[src/asp_defines.svh]
// Offsets, reset values, field codes and frame counts of the serial configuration port
`ifndef ASP_DEFINES_SVH
`define ASP_DEFINES_SVH

// Register bus byte offsets
`define ASP_OFF_CONFIG     32'h0000_0000
`define ASP_OFF_RESULT     32'h0000_0004
`define ASP_OFF_CONTROL    32'h0000_0008
`define ASP_OFF_STATUS     32'h0000_000C

// Reset values
`define ASP_CFG_RESET      8'h01
`define ASP_RESULT_RESET   16'h0000

// Register access command: fixed pattern of command bits 5..0
`define ASP_CMD_PATTERN    6'h14

// Frame bit counts
`define ASP_CMD_LAST       5'h07
`define ASP_DATA_LAST      5'h0F
`define ASP_IN_BITS        5'h10
`define ASP_RESULT_BITS    5'h10
`define ASP_RESULT_STATUS  5'h16

// Bus responses
`define ASP_RESP_OKAY      2'h0
`define ASP_RESP_SLVERR    2'h2

`endif

[src/asp_pkg.sv]
// Types shared by the serial configuration port modules
package asp_pkg;

	typedef struct packed {
		logic [2:0] reserved;
		logic       statusEn;
		logic       spanComp;
		logic       highZ;
		logic       fastRead;
		logic       ovFlagN;
	} asp_cfg_t;

	typedef struct packed {
		logic        awvalid;
		logic [31:0] awaddr;
		logic        wvalid;
		logic [31:0] wdata;
		logic [3:0]  wstrb;
		logic        bready;
		logic        arvalid;
		logic [31:0] araddr;
		logic        rready;
	} asp_axil_req_t;

	typedef struct packed {
		logic        awready;
		logic        wready;
		logic        bvalid;
		logic [1:0]  bresp;
		logic        arready;
		logic        rvalid;
		logic [31:0] rdata;
		logic [1:0]  rresp;
	} asp_axil_rsp_t;

	typedef struct packed {
		logic stage1;
		logic stage2;
	} asp_sync_t;

	typedef struct packed {
		logic        awHeld;
		logic [31:0] awAddr;
		logic        wHeld;
		logic [31:0] wData;
		logic [3:0]  wStrb;
		logic        bvalid;
		logic [1:0]  bresp;
		logic        rvalid;
		logic [31:0] rdata;
		logic [1:0]  rresp;
		logic [15:0] sampleWord;
		logic        ovForce;
	} asp_axil_st_t;

	typedef struct packed {
		logic        csPrev;
		logic        sclkPrev;
		logic        frameOpen;
		logic [4:0]  inCnt;
		logic [15:0] inShift;
		logic        cmdOk;
		logic        cmdRead;
		logic [21:0] outShift;
		logic [4:0]  outCnt;
		logic [4:0]  outLimit;
		logic        outEnN;
		asp_cfg_t    cfg;
		logic        lastCmdOk;
		logic        lastCmdRead;
		logic [15:0] accessCount;
	} asp_core_st_t;

endpackage : asp_pkg

[src/asp_sync.sv]
// Two flip-flop synchroniser for one pin level
`timescale 1ns/1ns
module asp_sync
	import asp_pkg::*;
#(
	parameter logic RESET_VAL = 1'b0
) (
	// Clock and reset
	input  wire logic core_clk,
	input  wire logic sys_rst,
	// Level from another domain, and its synchronised copy
	input  wire logic asyncIn,
	output logic      syncOut
);

	asp_sync_t st_reg;
	asp_sync_t st_next;

	always_comb begin
		st_next.stage1 = asyncIn;
		st_next.stage2 = st_reg.stage1;
	end

	always_ff @(posedge core_clk) begin
		if (sys_rst) begin
			st_reg <= {RESET_VAL, RESET_VAL};
		end else begin
			st_reg <= st_next;
		end
	end

	assign syncOut = st_reg.stage2;

endmodule : asp_sync

[src/asp_axil_slave.sv]
// AXI4-Lite register slave: result word, overvoltage control, config and status readback
`timescale 1ns/1ns
`include "asp_defines.svh"
module asp_axil_slave
	import asp_pkg::*;
(
	// Clock and reset
	input  wire logic    core_clk,
	input  wire logic    sys_rst,
	// Register bus
	input  asp_axil_req_t axilReq,
	output asp_axil_rsp_t axilRsp,
	// Core state shown to software
	input  wire logic [7:0]  cfgByte,
	input  wire logic [31:0] statusWord,
	// Values software steers the core with
	output logic [15:0]      sampleWord,
	output logic             ovForce
);

	asp_axil_st_t st_reg;
	asp_axil_st_t st_next;
	logic         awReady;
	logic         wReady;
	logic         arReady;
	logic         haveAw;
	logic         haveW;
	logic [31:0]  addrW;
	logic [31:0]  dataW;
	logic [3:0]   strbW;

	// One write and one read in flight; a new one waits until the answer is taken
	assign awReady = !st_reg.awHeld && !st_reg.bvalid;
	assign wReady  = !st_reg.wHeld && !st_reg.bvalid;
	assign arReady = !st_reg.rvalid;
	assign haveAw  = st_reg.awHeld || (axilReq.awvalid && awReady);
	assign haveW   = st_reg.wHeld || (axilReq.wvalid && wReady);
	assign addrW   = st_reg.awHeld ? st_reg.awAddr : axilReq.awaddr;
	assign dataW   = st_reg.wHeld ? st_reg.wData : axilReq.wdata;
	assign strbW   = st_reg.wHeld ? st_reg.wStrb : axilReq.wstrb;

	always_comb begin
		st_next = st_reg;
		if (st_reg.bvalid && axilReq.bready) begin
			st_next.bvalid = 1'b0;
		end
		if (st_reg.rvalid && axilReq.rready) begin
			st_next.rvalid = 1'b0;
		end
		if (axilReq.awvalid && awReady) begin
			st_next.awHeld = 1'b1;
			st_next.awAddr = axilReq.awaddr;
		end
		if (axilReq.wvalid && wReady) begin
			st_next.wHeld = 1'b1;
			st_next.wData = axilReq.wdata;
			st_next.wStrb = axilReq.wstrb;
		end
		if (haveAw && haveW) begin
			st_next.awHeld = 1'b0;
			st_next.wHeld  = 1'b0;
			st_next.bvalid = 1'b1;
			st_next.bresp  = `ASP_RESP_OKAY;
			if (addrW == `ASP_OFF_RESULT) begin
				if (strbW[0]) begin
					st_next.sampleWord[7:0] = dataW[7:0];
				end
				if (strbW[1]) begin
					st_next.sampleWord[15:8] = dataW[15:8];
				end
			end else if (addrW == `ASP_OFF_CONTROL) begin
				if (strbW[0]) begin
					st_next.ovForce = dataW[0];
				end
			end else if (addrW == `ASP_OFF_CONFIG || addrW == `ASP_OFF_STATUS) begin
				st_next.bresp = `ASP_RESP_OKAY;
			end else begin
				st_next.bresp = `ASP_RESP_SLVERR;
			end
		end
		if (axilReq.arvalid && arReady) begin
			st_next.rvalid = 1'b1;
			st_next.rresp  = `ASP_RESP_OKAY;
			if (axilReq.araddr == `ASP_OFF_CONFIG) begin
				st_next.rdata = {24'h00_0000, cfgByte};
			end else if (axilReq.araddr == `ASP_OFF_RESULT) begin
				st_next.rdata = {16'h0000, st_reg.sampleWord};
			end else if (axilReq.araddr == `ASP_OFF_CONTROL) begin
				st_next.rdata = {31'h0000_0000, st_reg.ovForce};
			end else if (axilReq.araddr == `ASP_OFF_STATUS) begin
				st_next.rdata = statusWord;
			end else begin
				st_next.rdata = 32'h0000_0000;
				st_next.rresp = `ASP_RESP_SLVERR;
			end
		end
	end

	always_ff @(posedge core_clk) begin
		if (sys_rst) begin
			st_reg            <= '0;
			st_reg.sampleWord <= `ASP_RESULT_RESET;
		end else begin
			st_reg <= st_next;
		end
	end

	assign axilRsp.awready = awReady;
	assign axilRsp.wready  = wReady;
	assign axilRsp.bvalid  = st_reg.bvalid;
	assign axilRsp.bresp   = st_reg.bresp;
	assign axilRsp.arready = arReady;
	assign axilRsp.rvalid  = st_reg.rvalid;
	assign axilRsp.rdata   = st_reg.rdata;
	assign axilRsp.rresp   = st_reg.rresp;
	assign sampleWord      = st_reg.sampleWord;
	assign ovForce         = st_reg.ovForce;

endmodule : asp_axil_slave

[src/asp_serial_port.sv]
// Converter serial port: configuration register access, result and status shift-out
// Functional notes
// - Register access is 16 bits: command, data
// - Sample serial_input on serial clock rising edges
// - Change output on falling edges; float when deselected
// - Second command bit: one reads, zero writes
// - Command bits 5..0 must equal 010100
// - Write data MSB first; update after byte
// - Read shifts configuration byte out MSB first
// - Status enable appends six bits after result
// - Status MSB first, right after result LSB
// - Float output after the sixth status bit
// - Status: ov flag, span, high-Z, fast, reserved
// - Config bits 4..1 read/write, reset zero
// - Active-low sticky overvoltage flag, cleared by read
// - Writes to read-only config bits ignored
//
// Implementation choices: the register addresses and the AXI4-Lite register port.
`timescale 1ns/1ns
`include "asp_defines.svh"
module asp_serial_port
	import asp_pkg::*;
(
	// Clock and reset
	input  wire logic     core_clk,
	input  wire logic     sys_rst,
	// Register bus
	input  asp_axil_req_t axilReq,
	output asp_axil_rsp_t axilRsp,
	// Serial link pins from the host
	input  wire logic     convertSelect,
	input  wire logic     serialClock,
	input  wire logic     serialInput,
	// Serial output pin, enable low while driven
	output logic          serialOutput,
	output logic          serialOutputEn_n,
	// Overvoltage monitor, same clock domain
	input  wire logic     overvoltageDetect,
	// Configuration towards the converter core
	output logic          statusBitsEn,
	output logic          spanCompressEn,
	output logic          highZEn,
	output logic          fastReadoutEn
);

	asp_core_st_t st_reg;
	asp_core_st_t st_next;
	logic         csSync;
	logic         sclkSync;
	logic         sdiSync;
	logic         csFall;
	logic         csRise;
	logic         sclkRise;
	logic         sclkFall;
	logic         inFrame;
	logic [7:0]   cmdByte;
	logic         cmdValid;
	logic         decodeNow;
	logic         writeNow;
	logic         ovNow;
	logic [7:0]   cfgByte;
	logic [5:0]   statusBits;
	logic [31:0]  statusWord;
	logic [15:0]  sampleWord;
	logic         ovForce;

	asp_sync #(.RESET_VAL(1'b1)) u_syncCs (
		.core_clk (core_clk),
		.sys_rst  (sys_rst),
		.asyncIn  (convertSelect),
		.syncOut  (csSync)
	);

	asp_sync #(.RESET_VAL(1'b0)) u_syncSclk (
		.core_clk (core_clk),
		.sys_rst  (sys_rst),
		.asyncIn  (serialClock),
		.syncOut  (sclkSync)
	);

	asp_sync #(.RESET_VAL(1'b1)) u_syncSdi (
		.core_clk (core_clk),
		.sys_rst  (sys_rst),
		.asyncIn  (serialInput),
		.syncOut  (sdiSync)
	);

	asp_axil_slave u_regs (
		.core_clk   (core_clk),
		.sys_rst    (sys_rst),
		.axilReq    (axilReq),
		.axilRsp    (axilRsp),
		.cfgByte    (cfgByte),
		.statusWord (statusWord),
		.sampleWord (sampleWord),
		.ovForce    (ovForce)
	);

	// Edges of the link pins, found on the synchronised copies only
	assign csFall    = st_reg.csPrev && !csSync;
	assign csRise    = !st_reg.csPrev && csSync;
	assign sclkRise  = !st_reg.sclkPrev && sclkSync;
	assign sclkFall  = st_reg.sclkPrev && !sclkSync;
	assign inFrame   = st_reg.frameOpen && !csRise && !csFall;

	// Command byte as it stands once the eighth bit arrives
	assign cmdByte   = {st_reg.inShift[6:0], sdiSync};
	assign cmdValid  = !cmdByte[7] && (cmdByte[5:0] == `ASP_CMD_PATTERN);
	assign decodeNow = inFrame && sclkRise && (st_reg.inCnt == `ASP_CMD_LAST);
	assign writeNow  = inFrame && sclkRise && (st_reg.inCnt == `ASP_DATA_LAST)
		&& st_reg.cmdOk && !st_reg.cmdRead;

	assign ovNow      = overvoltageDetect || ovForce;
	assign cfgByte    = st_reg.cfg;
	assign statusBits = {st_reg.cfg.ovFlagN, st_reg.cfg.spanComp, st_reg.cfg.highZ,
		st_reg.cfg.fastRead, 2'h0};
	assign statusWord = {8'h00, st_reg.accessCount, 5'h00, st_reg.lastCmdRead,
		st_reg.lastCmdOk, st_reg.frameOpen};

	always_comb begin
		st_next          = st_reg;
		st_next.csPrev   = csSync;
		st_next.sclkPrev = sclkSync;
		if (csRise) begin
			// Deselect ends the frame and floats the output at once
			st_next.frameOpen = 1'b0;
			st_next.outEnN    = 1'b1;
		end else if (csFall) begin
			st_next.frameOpen = 1'b1;
			st_next.inCnt     = 5'h00;
			st_next.cmdOk     = 1'b0;
			st_next.cmdRead   = 1'b0;
			// Result MSB appears with the select edge, status already appended
			st_next.outShift  = {sampleWord, statusBits};
			st_next.outCnt    = 5'h00;
			st_next.outLimit  = st_reg.cfg.statusEn ? `ASP_RESULT_STATUS
				: `ASP_RESULT_BITS;
			st_next.outEnN    = 1'b0;
		end else if (st_reg.frameOpen) begin
			if (sclkRise && st_reg.inCnt < `ASP_IN_BITS) begin
				st_next.inShift = {st_reg.inShift[14:0], sdiSync};
				st_next.inCnt   = 5'(st_reg.inCnt + 5'h01);
			end
			if (decodeNow) begin
				st_next.cmdOk       = cmdValid;
				st_next.cmdRead     = cmdValid && cmdByte[6];
				st_next.lastCmdOk   = cmdValid;
				st_next.lastCmdRead = cmdValid && cmdByte[6];
				if (cmdValid) begin
					st_next.accessCount = 16'(st_reg.accessCount + 16'h0001);
				end
				if (cmdValid && cmdByte[6]) begin
					// Seven bits already left; the next falling edge shows bit 7
					st_next.outShift[20:13] = cfgByte;
					if (!ovNow) begin
						st_next.cfg.ovFlagN = 1'b1;
					end
				end
			end
			if (writeNow) begin
				// Only the read/write fields take the byte; bit 0 and 7..5 stay
				st_next.cfg.statusEn = st_reg.inShift[3];
				st_next.cfg.spanComp = st_reg.inShift[2];
				st_next.cfg.highZ    = st_reg.inShift[1];
				st_next.cfg.fastRead = st_reg.inShift[0];
			end
			if (sclkFall && !st_reg.outEnN) begin
				st_next.outShift = {st_reg.outShift[20:0], 1'b0};
				st_next.outCnt   = 5'(st_reg.outCnt + 5'h01);
				if (5'(st_reg.outCnt + 5'h01) == st_reg.outLimit) begin
					st_next.outEnN = 1'b1;
				end
			end
		end
		// A live overvoltage condition wins over the read that clears the flag
		if (ovNow) begin
			st_next.cfg.ovFlagN = 1'b0;
		end
	end

	always_ff @(posedge core_clk) begin
		if (sys_rst) begin
			st_reg          <= '0;
			st_reg.csPrev   <= 1'b1;
			st_reg.outEnN   <= 1'b1;
			st_reg.outLimit <= `ASP_RESULT_BITS;
			st_reg.cfg      <= `ASP_CFG_RESET;
		end else begin
			st_reg <= st_next;
		end
	end

	assign serialOutput     = st_reg.outShift[21];
	assign serialOutputEn_n = st_reg.outEnN;
	assign statusBitsEn     = st_reg.cfg.statusEn;
	assign spanCompressEn   = st_reg.cfg.spanComp;
	assign highZEn          = st_reg.cfg.highZ;
	assign fastReadoutEn    = st_reg.cfg.fastRead;
endmodule : asp_serial_port

[config.mk]
export PLATFORM = sky130hd
export DESIGN_NAME = asp_serial_port
export DESIGN_NICKNAME = d
export VERILOG_FILES = /design/src/asp_pkg.sv /design/src/asp_sync.sv /design/src/asp_axil_slave.sv /design/src/asp_serial_port.sv
export VERILOG_INCLUDE_DIRS = /design/src
export SDC_FILE = /design/constraint.sdc
export NUM_CORES = 1
export LEC_CHECK = 0
export BUFFER_PORTS_ARGS = -buffer_cell sky130_fd_sc_hd__buf_2
export CAP_MARGIN = 20
export CELL_PAD_IN_SITES_DETAIL_PLACEMENT = 1
export CELL_PAD_IN_SITES_GLOBAL_PLACEMENT = 2
export CORE_MARGIN = 2
export CORE_UTILIZATION = 32
export DETAILED_ROUTE_END_ITERATION = 10
export GPL_ROUTABILITY_DRIVEN = 0
export GPL_TIMING_DRIVEN = 0
export PLACE_DENSITY_LB_ADDON = 0.25
export SLEW_MARGIN = 15
export SYNTH_ARGS = -nofsm -noshare
export SYNTH_HDL_FRONTEND = slang
export SYNTH_SLANG_ARGS = --single-unit
[constraint.sdc]
create_clock -name core_clk -period 3.35 [get_ports core_clk]
set_input_delay 0.67 -clock core_clk [delete_from_list [all_inputs] [get_ports core_clk]]
set_output_delay 0.67 -clock core_clk [all_outputs]
set_load 0.005 [all_outputs]
# After elaboration in Yosys (flattened, before gate mapping)
# Cells that the tools add are included.
# op_classes
n_addsub	3
magnitude_cmp	1
n_eq_ne	12
n_mux	38
bitwise	3
reduce_logical	70
# op_table
operator	n
$eq A32 B4 Y1 const B	4
$mux W32	4
$mux W19	4
$eq A32 B3 Y1 const B	2
$logic_not A32 Y1	2
$mux W50	1
$mux W35	1
$mux W16	2
$mux W29	1
$mux W27	1
$mux W24	1
$logic_and A1 B1 Y1	23
$mux W21	1
$reduce_and A4 Y1	5
$reduce_bool A2 Y1	10
$mux W2	9
$reduce_and A3 Y1	6
$add A16 B1 Y16 const B	1
$mux W8	2
$logic_not A1 Y1	13
$add A5 B1 Y5 const B	2
$reduce_and A5 Y1	2
$mux W1	8
$eq A6 B5 Y1 const B	1
12 further kinds	21
# totals
reg_bits	195
input_bits	111
elab_cells	166

# Depth between registers and ports, before layout
# logic_depth
depth_word	12
ltp_mapped	10
mapped_depth_nobuf	7

# Modules after synthesis
# Synthesis repeated with hierarchy kept, for this count alone.
# unflattened
hier_cells	966
area_unflattened_um2	8380.5
# by_module_without_submodules
mod	n_inst	cells_each	area_per_inst_um2	seq_area_each_um2
asp_axil_slave	1	571	4872.2	2102.0
asp_serial_port	1	383	3350.7	1361.3
asp_sync	3	4	52.6	40.0

# Worst setup path before layout
# OpenSTA, ideal clock, no wires.
# synth_path
path_type	reg-to-reg
start	register u_syncCs.st_reg (netlist bit u_syncCs.syncOut)
end	register st_reg[11] in the netlist's numbering
t_arrival_ns	2.364
required_ns	3.229
setup_slack_ns	0.865
stages_incl_launch_ff	9
path_cell_list	dfxtp_1 -> inv_1 -> ha_1 -> clkbuf_1 -> nor3b_1 -> nand4_1 -> nor3_1 -> and3_1 -> mux2_2
# synth_via
elab_chain_cells	7
# synth_lines
item	line_no	text
from (decl)	asp_sync.sv:16	asp_sync_t st_reg;
from (signal assigned)	asp_sync.sv:26	st_reg <= {RESET_VAL, RESET_VAL};
from (signal assigned)	asp_sync.sv:28	st_reg <= st_next;
$logic_not A1 Y1 *	asp_serial_port.sv:100	assign csFall = st_reg.csPrev && !csSync;
$logic_and A1 B1 Y1 *	asp_serial_port.sv:100	
via csFall	asp_serial_port.sv:51	logic csFall;
$logic_not A1 Y1	asp_serial_port.sv:104	assign inFrame = st_reg.frameOpen && !csRise && !csFall;
$logic_and A1 B1 Y1	asp_serial_port.sv:104	
$logic_and A1 B1 Y1 (2 in series)	asp_serial_port.sv:109	assign decodeNow = inFrame && sclkRise && (st_reg.inCnt == `ASP_CMD_LAST);
$reduce_and A5 Y1 (no source line) *	n/a	
to (signal assigned)	asp_serial_port.sv:189	st_reg <= st_next;
to (decl)	asp_serial_port.sv:46	asp_core_st_t st_reg;
# Mark *: on every way through the listed nets, which the timed path passes. The rest lies on a longest branch.
# A chain may end at the register's enable or synchronous reset.

# Worst setup path in the final report
# Same ends and word-level chain as after synthesis.

==> flow_metrics.tcl <==
set metrics [dict create \
    status "finished clean" \
    drv_cap 0 \
    final_nets 1198 \
    cts_sinks 171 \
    netlist_area_um2 7750 \
    grt_antenna_before_repair 0 \
    powerDensity_nw_per_um2 496 \
    worstMarginPinSlew_ps 1030 \
    cts_root_buffer "clkbuf_16" \
    die_y_um 160 \
    clkSlewWorstSetupHoldPaths_ps 70 \
    async_reset_ff_share_pct 0 \
    fin_crit_sh_pct 89.3 \
    io_buffers 128 \
    drive_gt1_share_pct 20.9 \
    crit_type "reg -> reg" \
    cts_tree "built" \
    die-area_um2 25500 \
    initial_core_util_pct 32.8 \
    final_cell_count_no_fill 1412 \
    end_kind "flip-flop" \
    dr.pass1.iters 4 \
    syn_inst 924 \
    drc 0 \
    worst-path-max-fanout 10 \
    core_um2 23600 \
    arrival_ps 3300 \
    hold_viol_final 0 \
    cts_made_buffers 17 \
    rsz0062_at_grt "false" \
    slew_viol_final 0 \
    syn_area_per_cell_um2 8.38 \
    power.leakage_nw 3.75 \
    worstHoldPathType "reg -> reg" \
    ioPinCount 158 \
    min_period_ps 2990 \
    ir_drop_v 0.000286 \
    wire_per_inst_um 16.8 \
    fp.dieW_um 160 \
    synth-warning-count 0 \
    worst_setup_path_start_kind "flip-flop" \
    ant_nets 0 \
    grt_pass1_wl_um 38000 \
    clk_latency_ps 430 \
    final_util_pct 40.0 \
    areaGrowthSynthToFinish_pct 21.9 \
    antenna_cells 0 \
    clk_path_buf_depth 2 \
    dpl.cell_count 1380 \
    yosys_most_used_dff "dfxtp_1" \
    grt.overflow.total 0 \
    rows 56 \
    grt_pass1_vias 7109 \
    finalClockSkew_ps 11.8 \
    synth-seq-cells 171 \
    drtIter0Drc 251 \
    htreeDepth 4 \
    vias 7135 \
    slew_headroom_pct 31.3 \
    largest_register_ffs 54 \
    synth_edf_count 0 \
    max_freq_mhz 334 \
    synth_cell_types 54 \
    gr-usage-all-layers_pct 18.6 \
    drt_wl_total_um 23700 \
    grt_start_max_net_pins 17 \
    yosysSeqAreaShare_pct 44.2 \
    worst-endpoint-required_ps 3660 \
    dp_hpwl_um 17900 \
    setup_viol 0 \
    viasPerCell 5.05 \
    hold_buffers 0 \
    final.setup.tns_ps 0 \
]
## metrics by stage
| step | worst slack (ps) | instance area [µm²] | hold WS (ps) | total power [mW] |
|---|---|---|---|---|
| after floorplan | 865 | 7780 | 389 | 2.48 |
| after global placement | -17.5 | 8820 | 392 | 2.67 |
| after detailed placement | -0.649 | 8830 | 398 | 2.67 |
| after CTS | 339 | 9440 | 402 | 4.74 |
| after global routing | 101 | 9450 | 409 | 4.88 |
| final | 359 | 9450 | 414 | 4.68 |
## critical path: stages, from the launching register on
cell and delay [ps]:
dfxtp_1 350, inv_1 50, ha_1 170, clkbuf_1 240, nor3b_2 520, nand4_1 520
nor3_1 480, and3_1 220, mux2_2 330
## report_power, final
group          switching [mW]  leakage [nW]  total [mW]  internal (mW)
logic                   0.292          2.06       0.474          0.182
clock network           0.861         0.293        2.06           1.20
registers              0.0446          1.39        2.15           2.10
## cell usage after synthesis, drive strengths merged (3+ instances only)
| master | count | area (µm²) |
|---|---|---|
| o21ai | 24 | 120 |
| or2 | 6 | 37.5 |
| clkbuf | 45 | 169 |
| mux2i | 21 | 210 |
| ha | 6 | 75.1 |
| dfxtp | 171 | 3420 |
| nand2b | 6 | 37.5 |
| buf | 52 | 383 |
| a221oi | 12 | 105 |
| nor4 | 20 | 125 |
| inv | 11 | 41.3 |
| nand3 | 21 | 105 |
| a21oi | 85 | 425 |
| a31oi | 18 | 113 |
| nor3b | 5 | 37.5 |
| a22o | 11 | 96.3 |
| nor3 | 27 | 135 |
| nor4b | 5 | 43.8 |
| xnor2 | 9 | 78.8 |
| mux2 | 7 | 78.8 |
| o21a | 4 | 30.0 |
| nor2 | 90 | 338 |
| a22oi | 6 | 45.0 |
| nor2b | 10 | 62.6 |
| a32oi | 3 | 26.3 |
| or4 | 3 | 22.5 |
| or3 | 6 | 37.5 |
| nand2 | 141 | 529 |
| xor2 | 3 | 26.3 |
| a41o | 16 | 160 |
| nand4 | 8 | 50.1 |
| a211oi | 23 | 183 |
| and4 | 3 | 26.3 |
| and2 | 17 | 106 |
| and3 | 8 | 50.1 |
## layer usage
layer  track usage [%]  part of all wire, %  vias up  wire length, µm
met2              31.8                   49      118            11500
met4              4.92                  1.0        0              240
li1                  -                    -     3545                -
met3              2.92                  3.4       16              799
met5                 0                    0        -                0
met1              24.4                   47     3456            11100
## layout by cell type, fill, tap and decap left out, types with 7 or more instances in the layout
cell type,instances
nor2b_1,10
a41o_1,16
nor3_1,27
mux2_2,7
clkbuf_1,45
nor2_1,90
a211oi_1,21
and3_1,8
a21oi_1,85
clkbuf_16,17
nand4_1,8
a31oi_1,18
o21ai_0,24
inv_1,11
buf_2,129
mux2i_1,21
buf_4,42
nor4_1,20
nand3_1,21
a221oi_1,12
xnor2_1,9
nand2_1,141
a22o_1,11
conb_1,10
dfxtp_1,171
and2_1,17
## area by class of cell
class	count	area [µm²]
clock inverter	13	168
inverter	11	41.3
sequential	171	3420
buffer	98	561
multi-input combinational	653	3770
timing repair buffer	129	646
fill	2921	14200
clock buffer	18	439
tap	319	399
## path summary, 6_finish.rpt
path | cells past startpoint | slack [ps] | from | to
worst max-delay path | 8 | 360 | u_syncCs.syncOut | st_reg[11]
worst min-delay path | 1 | 410 | u_syncCs.st_next[0] | u_syncCs.syncOut
worst max register to register | 8 | 360 | u_syncCs.syncOut | st_reg[11]
worst min register to register | 1 | 410 | u_syncCs.st_next[0] | u_syncCs.syncOut
## kinds of logic after synthesis
logic type | share of synthesized area, %
and+or+nand+nor | 23.8
AOI/OAI and AO/OA | 17.8
DFF | 44.2
buffers and inverters | 7.77
muxes | 4.02
xor gates and xnor gates | 1.36
adders and majority gates | 0.969
other | 0.0484
## repair_timing
| item | CTS | global route |
|---|---|---|
| gates resized for setup | 1 | 0 |
| setup buffers | 0 | 0 |
| setup endpoints to repair | 1 | 0 |
| endpoints found under the hold margin | 0 | 0 |
Note: power is estimated with default switching activity, not from simulation.
